<file path="config.mk">
export PLATFORM = sky130hd
export DESIGN_NAME = mbsc_exec
export DESIGN_NICKNAME = d
export VERILOG_FILES = /design/src/pkg/mbsc_pkg.sv /design/src/rtl/mbsc_exec.sv
export SDC_FILE = /design/constraint.sdc
export NUM_CORES = 1
export LEC_CHECK = 0
export BUFFER_PORTS_ARGS = -buffer_cell sky130_fd_sc_hd__buf_4
export CORE_MARGIN = 2
export CORE_UTILIZATION = 50
export CTS_CLUSTER_SIZE = 25
export DETAILED_ROUTE_END_ITERATION = 6
export PLACE_DENSITY_LB_ADDON = 0.25
export SETUP_SLACK_MARGIN = 0.3
export SLEW_MARGIN = 20
export SYNTH_ARGS = -nofsm -noshare
export SYNTH_HDL_FRONTEND = slang
export SYNTH_SLANG_ARGS = --single-unit
</file>
<file path="constraint.sdc">
create_clock -name core_clk -period 2.15 [get_ports core_clk]
set_clock_uncertainty 0.2 [all_clocks]
set_input_delay 0.1075 -clock core_clk [delete_from_list [all_inputs] [get_ports core_clk]]
set_output_delay 0.1075 -clock core_clk [all_outputs]
set_load 0.03 [all_outputs]
</file>
<file path="src/pkg/mbsc_pkg.sv">
// Constants, opcodes and states shared by the six-instruction execution block.
package mbsc_pkg;
    localparam int unsigned MBSC_DATA_W = 8;
    localparam int unsigned MBSC_ADDR_W = 7;
    localparam int unsigned MBSC_PC_W = 11;
    localparam int unsigned MBSC_PAGE_W = 3;
    localparam int unsigned MBSC_BIT_W = 3;
    localparam int unsigned MBSC_SP_W = 3;
    localparam int unsigned MBSC_STACK_DEPTH = 8;
    localparam logic [MBSC_DATA_W-1:0] MBSC_ZERO_BYTE = 8'h00;
    localparam logic [MBSC_DATA_W-1:0] MBSC_RESET_WORK = 8'h00;
    localparam logic [MBSC_PC_W-1:0] MBSC_RESET_PC = 11'h000;
    localparam logic [MBSC_PC_W-1:0] MBSC_PC_ONE = 11'h001;
    localparam logic [MBSC_SP_W-1:0] MBSC_RESET_SP = 3'h0;
    localparam logic [MBSC_SP_W-1:0] MBSC_SP_ONE = 3'h1;
    localparam logic MBSC_RESET_ZERO = 1'b0;
    localparam logic MBSC_RESET_TIMEOUT = 1'b1;
    localparam logic MBSC_RESET_POWERDOWN = 1'b1;

    typedef enum logic [2:0] {
        MBSC_OP_NONE,
        MBSC_OP_BIT_TEST_SKIP_IF_SET,
        MBSC_OP_INDIRECT_SUBROUTINE_CALL,
        MBSC_OP_CLEAR_WORKING_REGISTER,
        MBSC_OP_WATCHDOG_CLEAR_OP,
        MBSC_OP_CLEAR_DATA_REGISTER,
        MBSC_OP_COMPLEMENT_REGISTER
    } mbsc_op_t;

    typedef enum logic [1:0] {
        MBSC_ST_EXEC,
        MBSC_ST_SKIP,
        MBSC_ST_CALL
    } mbsc_state_t;
endpackage

</file>
<file path="src/rtl/mbsc_exec.sv">
// Execution unit for bit-skip, indirect call, clears, watchdog clear and complement.
`timescale 1ns/10ps
module mbsc_exec (
    input wire logic core_clk,
    input wire logic rst_n,
    input wire logic op_valid,
    input wire mbsc_pkg::mbsc_op_t op_code,
    input wire logic [mbsc_pkg::MBSC_ADDR_W-1:0] op_addr,
    input wire logic [mbsc_pkg::MBSC_BIT_W-1:0] op_bit,
    input wire logic op_dest,
    input wire logic [mbsc_pkg::MBSC_DATA_W-1:0] reg_rdata,
    input wire logic [mbsc_pkg::MBSC_PAGE_W-1:0] table_high_page,
    input wire logic prescaler_to_watchdog,
    input wire logic timeout_event,
    input wire logic powerdown_entry,
    output logic [mbsc_pkg::MBSC_ADDR_W-1:0] reg_addr,
    output logic reg_we,
    output logic [mbsc_pkg::MBSC_DATA_W-1:0] reg_wdata,
    output logic [mbsc_pkg::MBSC_DATA_W-1:0] working_register,
    output logic zero_flag,
    output logic timeout_flag,
    output logic powerdown_flag,
    output logic watchdog_counter_clear,
    output logic shared_prescaler_clear,
    output logic [mbsc_pkg::MBSC_PC_W-1:0] pc,
    output logic [mbsc_pkg::MBSC_SP_W-1:0] stack_pointer,
    output logic [mbsc_pkg::MBSC_PC_W-1:0] stack_top,
    output logic op_ready,
    output logic fetched_discarded
);
    // ------------------------------------------------------------
    // State
    // ------------------------------------------------------------
    mbsc_pkg::mbsc_state_t state;
    mbsc_pkg::mbsc_state_t next_state;
    logic [mbsc_pkg::MBSC_DATA_W-1:0] next_working_register;
    logic next_zero_flag;
    logic next_timeout_flag;
    logic next_powerdown_flag;
    logic next_watchdog_counter_clear;
    logic next_shared_prescaler_clear;
    logic [mbsc_pkg::MBSC_PC_W-1:0] pc_next_seq;
    logic [mbsc_pkg::MBSC_PC_W-1:0] next_pc;
    logic [mbsc_pkg::MBSC_SP_W-1:0] next_stack_pointer;
    logic [mbsc_pkg::MBSC_PC_W-1:0] stack_mem [mbsc_pkg::MBSC_STACK_DEPTH];
    logic [mbsc_pkg::MBSC_PC_W-1:0] next_push_value;
    logic next_push;
    logic [mbsc_pkg::MBSC_PC_W-1:0] call_target;
    logic next_fetched_discarded;
    logic [mbsc_pkg::MBSC_DATA_W-1:0] inverted;
    logic take;
    logic watchdog_clear_taken;
    logic [mbsc_pkg::MBSC_PC_W-1:0] next_stack_mem [mbsc_pkg::MBSC_STACK_DEPTH];

    // ------------------------------------------------------------
    // Combinational paths
    // ------------------------------------------------------------
    // Reads and writes go straight to the register file in the same cycle.
    assign reg_addr = op_addr;
    assign inverted = ~reg_rdata;
    assign take = op_valid && op_ready;
    assign watchdog_clear_taken = take && (op_code == mbsc_pkg::MBSC_OP_WATCHDOG_CLEAR_OP);
    assign pc_next_seq = pc + mbsc_pkg::MBSC_PC_ONE;
    assign call_target = {table_high_page, working_register};
    assign stack_top = stack_mem[stack_pointer - mbsc_pkg::MBSC_SP_ONE];

    // ------------------------------------------------------------
    // Next values
    // ------------------------------------------------------------
    always_comb begin
        next_state = state;
        next_working_register = working_register;
        next_zero_flag = zero_flag;
        next_pc = pc;
        next_stack_pointer = stack_pointer;
        next_push = 1'b0;
        next_push_value = pc_next_seq;
        next_fetched_discarded = 1'b0;
        reg_we = 1'b0;
        reg_wdata = mbsc_pkg::MBSC_ZERO_BYTE;
        op_ready = (state == mbsc_pkg::MBSC_ST_EXEC);
        unique case (state)
            mbsc_pkg::MBSC_ST_EXEC: begin
                if (take) begin
                    next_pc = pc_next_seq;
                    unique case (op_code)
                        mbsc_pkg::MBSC_OP_BIT_TEST_SKIP_IF_SET: begin
                            // Flags are left alone by the test.
                            // A skip holds op_ready low one cycle, so a request then is ignored.
                            if (reg_rdata[op_bit]) begin
                                next_state = mbsc_pkg::MBSC_ST_SKIP;
                            end
                        end
                        mbsc_pkg::MBSC_OP_INDIRECT_SUBROUTINE_CALL: begin
                            next_push = 1'b1;
                            next_stack_pointer = stack_pointer + mbsc_pkg::MBSC_SP_ONE;
                            next_pc = call_target;
                            next_state = mbsc_pkg::MBSC_ST_CALL;
                        end
                        mbsc_pkg::MBSC_OP_CLEAR_WORKING_REGISTER: begin
                            next_working_register = mbsc_pkg::MBSC_ZERO_BYTE;
                            next_zero_flag = 1'b1;
                        end
                        mbsc_pkg::MBSC_OP_WATCHDOG_CLEAR_OP: begin
                            // Status flags and watchdog pulses live in their own group.
                        end
                        mbsc_pkg::MBSC_OP_CLEAR_DATA_REGISTER: begin
                            reg_we = 1'b1;
                            // The register file takes the zero at this same edge.
                            reg_wdata = mbsc_pkg::MBSC_ZERO_BYTE;
                            next_zero_flag = 1'b1;
                        end
                        mbsc_pkg::MBSC_OP_COMPLEMENT_REGISTER: begin
                            if (op_dest) begin
                                reg_we = 1'b1;
                                reg_wdata = inverted;
                            end else begin
                                next_working_register = inverted;
                            end
                            // The zero flag follows the result whichever destination takes it.
                            next_zero_flag = (inverted == mbsc_pkg::MBSC_ZERO_BYTE);
                        end
                        default: begin
                            // Other instructions only advance the program counter.
                        end
                    endcase
                end
            end
            mbsc_pkg::MBSC_ST_SKIP: begin
                // The fetched word is dropped and a no-op fills the slot.
                next_pc = pc_next_seq;
                next_fetched_discarded = 1'b1;
                next_state = mbsc_pkg::MBSC_ST_EXEC;
            end
            mbsc_pkg::MBSC_ST_CALL: begin
                // Second call cycle refills the fetch from the new address.
                next_state = mbsc_pkg::MBSC_ST_EXEC;
            end
            default: begin
                // The unused state code falls back to execute.
                next_state = mbsc_pkg::MBSC_ST_EXEC;
            end
        endcase
    end

    // ------------------------------------------------------------
    // Registers
    // ------------------------------------------------------------
    always_ff @(posedge core_clk) begin
        if (!rst_n) begin
            state <= mbsc_pkg::MBSC_ST_EXEC;
            working_register <= mbsc_pkg::MBSC_RESET_WORK;
            zero_flag <= mbsc_pkg::MBSC_RESET_ZERO;
            pc <= mbsc_pkg::MBSC_RESET_PC;
            stack_pointer <= mbsc_pkg::MBSC_RESET_SP;
            fetched_discarded <= 1'b0;
        end else begin
            state <= next_state;
            working_register <= next_working_register;
            zero_flag <= next_zero_flag;
            pc <= next_pc;
            stack_pointer <= next_stack_pointer;
            fetched_discarded <= next_fetched_discarded;
        end
    end

    // ------------------------------------------------------------
    // Status flags and watchdog pulses
    // ------------------------------------------------------------
    always_comb begin
        // Both flags read one after reset; only the core's events below clear them.
        next_timeout_flag = timeout_flag;
        next_powerdown_flag = powerdown_flag;
        next_watchdog_counter_clear = 1'b0;
        next_shared_prescaler_clear = 1'b0;
        if (watchdog_clear_taken) begin
            next_watchdog_counter_clear = 1'b1;
            next_shared_prescaler_clear = prescaler_to_watchdog;
            next_timeout_flag = 1'b1;
            next_powerdown_flag = 1'b1;
        end
        // A timeout or sleep entry in the same cycle wins, so that event is never lost.
        if (timeout_event) begin
            next_timeout_flag = 1'b0;
        end
        if (powerdown_entry) begin
            next_powerdown_flag = 1'b0;
        end
    end

    always_ff @(posedge core_clk) begin
        if (!rst_n) begin
            timeout_flag <= mbsc_pkg::MBSC_RESET_TIMEOUT;
            powerdown_flag <= mbsc_pkg::MBSC_RESET_POWERDOWN;
            watchdog_counter_clear <= 1'b0;
            shared_prescaler_clear <= 1'b0;
        end else begin
            timeout_flag <= next_timeout_flag;
            powerdown_flag <= next_powerdown_flag;
            watchdog_counter_clear <= next_watchdog_counter_clear;
            shared_prescaler_clear <= next_shared_prescaler_clear;
        end
    end

    // ------------------------------------------------------------
    // Return stack
    // ------------------------------------------------------------
    // Stack entries have no reset; until the first push, stack_top shows entry 7, which was never written.
    // The pointer wraps silently, so a ninth nested call overwrites the oldest return.
    always_comb begin
        for (int i = 0; i < mbsc_pkg::MBSC_STACK_DEPTH; i++) begin
            next_stack_mem[i] = stack_mem[i];
        end
        if (next_push) begin
            next_stack_mem[stack_pointer] = next_push_value;
        end
    end

    // Whole-array update keeps this process a plain register stage.
    always_ff @(posedge core_clk) begin
        stack_mem <= next_stack_mem;
    end
endmodule

</file>
; ---- Yosys cells after proc, flatten, opt, wreduce, memory -nomap -nowiden
; Cells that the tools add are included.
[totals]
reg_bits = 118
input_bits = 31
output_inout_bits = 56
wordCells = 89
[classes]
n_addsub = 3
order_cmp = 4
eq_ne = 10
mux = 32
bitwise = 3
n_reduce_logical = 19
[ops]
columns = operator, n
row1 = bitwise mux 88 bit, 1
row2 = 2-to-1 mux 11 bit, 5
row3 = 2-to-1 mux 8 bit, 5
row4 = binary-select mux 11 bit (select 3 bit), 1
row5 = demux 11 bit (select 3 bit), 1
row6 = case mux 11 bit (2 select lines), 1
row7 = case mux 8 bit (2 select lines), 1
row8 = 2-to-1 mux 1 bit, 12
row9 = nonzero test 2 bit, 6
row10 = "adder 11 x 1 -> 11 bit, second input constant", 1
row11 = "== test 3 bit, second input constant", 3
row12 = AND reduction 3 bit, 3
row13 = "greater-or-equal comparator 4 bit, second input constant", 2
row14 = logical NOT 8 bit, 1
row15 = inverter 3 -> 4 bit, 2
row16 = inverter 8 bit, 1
row17 = "== test 3 x 2 -> 1 bit, second input constant", 2
row18 = AND reduction 2 bit, 3
row19 = "< comparator 3 x 4 -> 1 bit, second input constant", 1
row20 = "< comparator 4 x 1 -> 1 bit, second input constant", 1
row21 = "!= test 2 bit, second input constant", 2
row22 = case mux 1 bit (2 select lines), 2
row23 = case mux 2 bit (2 select lines), 1
row24 = AND reduction 4 bit, 1
row25 = other kinds (10), 12

; ---- Logic depth before layout (Yosys ltp)
[logic_depth]
ltp_word = 6
mapped_depth = 7
depth_no_buf = 5

; ---- Worst setup path before layout
; No wires, ideal clock.
[synth_timing]
path_kind = register to output
start = register stack_pointer[0] (netlist name)
end = output port stack_top[0] (netlist name)
arrival_time_ns = 2.319
required_ns = 1.842
path_slack_ns = -0.476
path_stages_with_launch = 8
path_buffers = 3
cell_sequence = dfxtp_1 > buf_6 > buf_6 > inv_1 > ha_1 > buf_1 > mux4_2 > mux2_2
[synth_via]
elab_chain_cells = 5
[synth_rtl]
columns = item, line
row1 = start: declaration, mbsc_exec.sv:26  ; output logic [mbsc_pkg::MBSC_SP_W-1:0] stack_pointer,
row2 = start signal: assignment, mbsc_exec.sv:155  ; stack_pointer <= mbsc_pkg::MBSC_RESET_SP;
row3 = start signal: assignment, mbsc_exec.sv:162  ; stack_pointer <= next_stack_pointer;
row4 = subtractor 3 x 1 -> 3 bit, mbsc_exec.sv:65  ; assign stack_top = stack_mem[stack_pointer - mbsc_pkg::MBSC_SP_ONE];
row5 = inverter 3 -> 4 bit (not written as such), mbsc_exec.sv:65
row6 = binary-select mux 11 bit (select 3 bit), mbsc_exec.sv:65
row7 = 2-to-1 mux 11 bit (not written as such) (2 in a row), mbsc_exec.sv:65
row8 = end: declaration, mbsc_exec.sv:27  ; output logic [mbsc_pkg::MBSC_PC_W-1:0] stack_top,
; No other way between the ends. The select of a mux whose other input is x is not followed.

; ---- Final worst setup path
[layout_timing]
start = register stack_pointer[0] (netlist name)
end = output port stack_top[1] (netlist name)
; The elaborated chain is that of the path after synthesis.

==> results.md <==
* Status: finished, violations left
* Failing checks: hold timing, setup timing
* Wirelength per Cell at 20.3 um
* Max Root-Sink Buffers at 2
* Actual slew at the worst max-slew pin at 0.635 ns
* Via Count at 3530
* Logic pwr share at 0.080
* Seq/Total Area, Yosys at 0.628
* Clk network pwr share at 0.473
* Simple-Gate Fraction of Synth Area at 0.111
* Ports at 87
* VDD IR-drop max at 0.602 mV
* Clk sinks at 118
* Starting DRT DRC Count at 184
* CTS root buffer: clkbuf_8
* Die Y at 106 um
* Adder-cell share of the synthesized area at 0.00727
* Worst setup EP type: primary output
* Worst hold slack at -0.00396 ns
* Number of remaining DRC errors at 0
* Initial antenna violation count at 0
* Synth-to-Final Area Change at 41.7%
* Core region area at 10200 um^2
* Leakage at 2.62 nW
* Global placement routability congestion at 0.774
* Sequential power share at 0.447
* H-tree Lvls at 4
* ANT nets after route at 0
* RSZ-0062 raised after global routing: true
* Wirelength, routed at 12800 um
* Final hold violation count at 1
* Synth Area in XOR/XNOR at 0.0136
* Placed inst area at 6010 um^2
* Number of global-route vias before repair at 3653
* Relative max-transition margin at 0.575
* Sw Share at 0.223
* Fmax at 414 MHz
* Internal at 0.00431 W
* Ys async rst share at 0
* Largest net degree at the start of global routing at 17
* Hold WC Path Type: in2reg
* Final min period at 2.42 ns
* Worst-path clk slew at 0.06 ns
* Critical Path Source Type: flip-flop
* Largest family of logic cells by synthesized area: multiplexers
* Critical-path maximum fanout at 12
* NetSw at 0.00124 W
* Full die area at 11200 um^2
* WP data arrival at 2.11 ns
* DIE WIDTH at 106 um
* Predominant post-synthesis flop cell: edfxtp_1
* Rows at 37
* Synth cell types at 51
* Max-cap violations at 0
* Post-synth EDFFs at 88
* Ratio of cells with drive above 1 in the final layout at 0.450
* Initial core utilization at 0.507
* All-layer global routing usage at 0.229
* Synth Instances at 360
* Synthesized flop and latch total at 118
* GRT overflow at 0
* CTS Buf Count at 17
* Final setup vio count at 11
* Slew Limit Fails at 0
* Post-synthesis mux area share at 0.148
* Clock latency on the worst-skew pair at 0.50 ns
* # port buffers at 72
* CP Class: reg2out
* Worst slack at placement at 0.113 ns
* Mapped Nets at 394
* Synth Warn # at 0
* Final instance area at 7320 um^2
* CP required at 1.84 ns
* Final Net Count at 517
* First-pass GRT wire length at 19200 um
* Router iterations before antenna repair at 4
* CTS tree: done
* Final WS setup at -0.266 ns
* Period utilisation layout at 1.12
* Fillers at 644
* Avg Cell Area, Syn at 14.3 um^2
* N_diodes at 0
* Vias per cell at 5.59
* PD cells at 758 nW/um^2
* Post-detail-place hpwl at 7510 um
* Compound-cell area share of the yosys netlist at 0.0538
* Mapped cell area at 5160 um^2
==> worst max-delay path, stage by stage (launching register included) <==
cell and delay (ns):
dfxtp_4 0.38, inv_4 0.05, ha_4 0.29, buf_12 0.14, mux4_2 0.33, mux2_4 0.28, buf_6 0.14
==> layout make-up <==
cell class,count,area [um^2],area share
clock buffer,20,425,0.0581
inverter,4,17.5,0.00239
sequential,118,3270,0.446
timing repair buffer,132,1270,0.173
clock inverter,12,129,0.0176
multi-input combinational,210,2040,0.279
tap,136,170,0.0232
==> synthesized netlist by cell type, types with 4 or more instances <==
master	n	area [um^2]
nor3_1	5	25.0
inv_1	4	15.0
nand2b_1	5	31.3
nand4_1	4	25.0
o21ai_0	5	25.0
mux2_2	11	124
xor2_1	4	35.0
nor2_1	45	169
mux4_2	24	541
dfxtp_1	30	601
mux2i_1	10	100
xnor2_1	4	35.0
a21oi_1	10	50.1
edfxtp_1	88	2640
nand3_1	14	70.1
buf_2	7	35.0
clkbuf_1	6	22.5
nand2_1	21	78.8
o21ai_1	5	25.0
buf_6	4	45.0
buf_4	10	75.1
==> power groups by stage <==
stage               clock network, W  logic, W  registers, W
floorplan                          0  0.000225       0.00255
detailed placement                 0  0.000353       0.00252
finish                       0.00263  0.000444       0.00248
global placement                   0  0.000347       0.00252
CTS                          0.00264  0.000416       0.00248
global route                 0.00277  0.000472       0.00248
==> final timing paths <==
| path | start | end | slack (ns) | cells past startpoint |
|---|---|---|---|---|
| max | stack_pointer[0]$_SDFFE_PN0P_ | stack_top[1] | -0.27 | 6 |
| min | op_code[0] | stack_pointer[2]$_SDFFE_PN0P_ | -0.004 | 6 |
| max reg2reg | state[0]$_SDFFE_PN0P_ | stack_mem[71]$_DFFE_PP_ | 0.25 | 7 |
| min reg2reg | zero_flag$_SDFFE_PN0P_ | zero_flag$_SDFFE_PN0P_ | 0.30 | 1 |
==> repair_timing <==
action | CTS | global route
resized for setup | 43 | 55
setup endpoints to repair | 136 | 145
hold buffers | 22 | 3
setup buffers | 9 | 2
endpoints found under the hold margin | 27 | 9
pin swaps | 8 | 8
gates cloned | 0 | 3
==> cell usage in the layout (no fill, tap or decap), types with 3 or more instances in the layout <==
cell	n
mux2_4	11
nor3_1	3
nor2_1	30
mux2i_1	10
nand3_1	10
dfxtp_4	5
buf_12	7
o31ai_1	3
a21oi_1	9
edfxtp_1	88
dlygate4sd3_1	23
nand2b_1	5
mux4_2	24
inv_1	3
nand2_1	16
o21ai_1	5
nand3_2	4
nor2_4	15
buf_6	34
clkbuf_1	3
and3_1	3
xor2_1	4
o21ai_0	4
buf_4	67
clkinv_1	3
clkbuf_16	16
dfxtp_1	20
nand2_2	3
nand4_1	4
clkinvlp_4	3
dfxtp_2	5
==> per-stage QoR <==
step / hold WS (ns) / util / power (W) / setup TNS [ns] / cells
detailed placement: 0.0152 / 0.590 / 0.00288 / 0 / 562
floorplan: 0.00458 / - / 0.00277 / 0 / 360
CTS: 0.00749 / 0.694 / 0.00554 / -2.89 / 625
global route: 0.0151 / 0.719 / 0.00572 / -3.69 / 632
global placement: 0.0152 / 0.590 / 0.00287 / 0 / 562
finish: -0.00396 / 0.719 / 0.00555 / -2.71 / 632
==> metal layers <==
metal | share of wire | vias to the layer above | track usage
met5 | 0 | - | 0
met4 | 0.029 | 0 | 0.0799
met3 | 0.057 | 30 | 0.0680
met2 | 0.53 | 141 | 0.400
met1 | 0.38 | 1741 | 0.268
li1 | - | 1618 | -
==> logic make-up (layout without fill, tap and decap cells) <==
group                    count (synthesis)  after routing
XOR/XNOR                                 8              8
multiplexers                            45             45
AO/OA/AOI/OAI                           40             40
AND/OR/NAND/NOR                        114            114
buffers and inverters                   32            168
flip-flops                             118            118
adder cells (fa/ha/maj)                  3              3
==> sequential cells by signal, summed over array words and instances, names as in the netlist <==
register / count
powerdown_flag: 1
working_register: 8
watchdog_counter_clear: 1
stack_mem: 88
shared_prescaler_clear: 1
state: 2
pc: 11
zero_flag: 1
stack_pointer: 3
fetched_discarded: 1
timeout_flag: 1
Note: power is estimated with default switching activity, not from simulation.
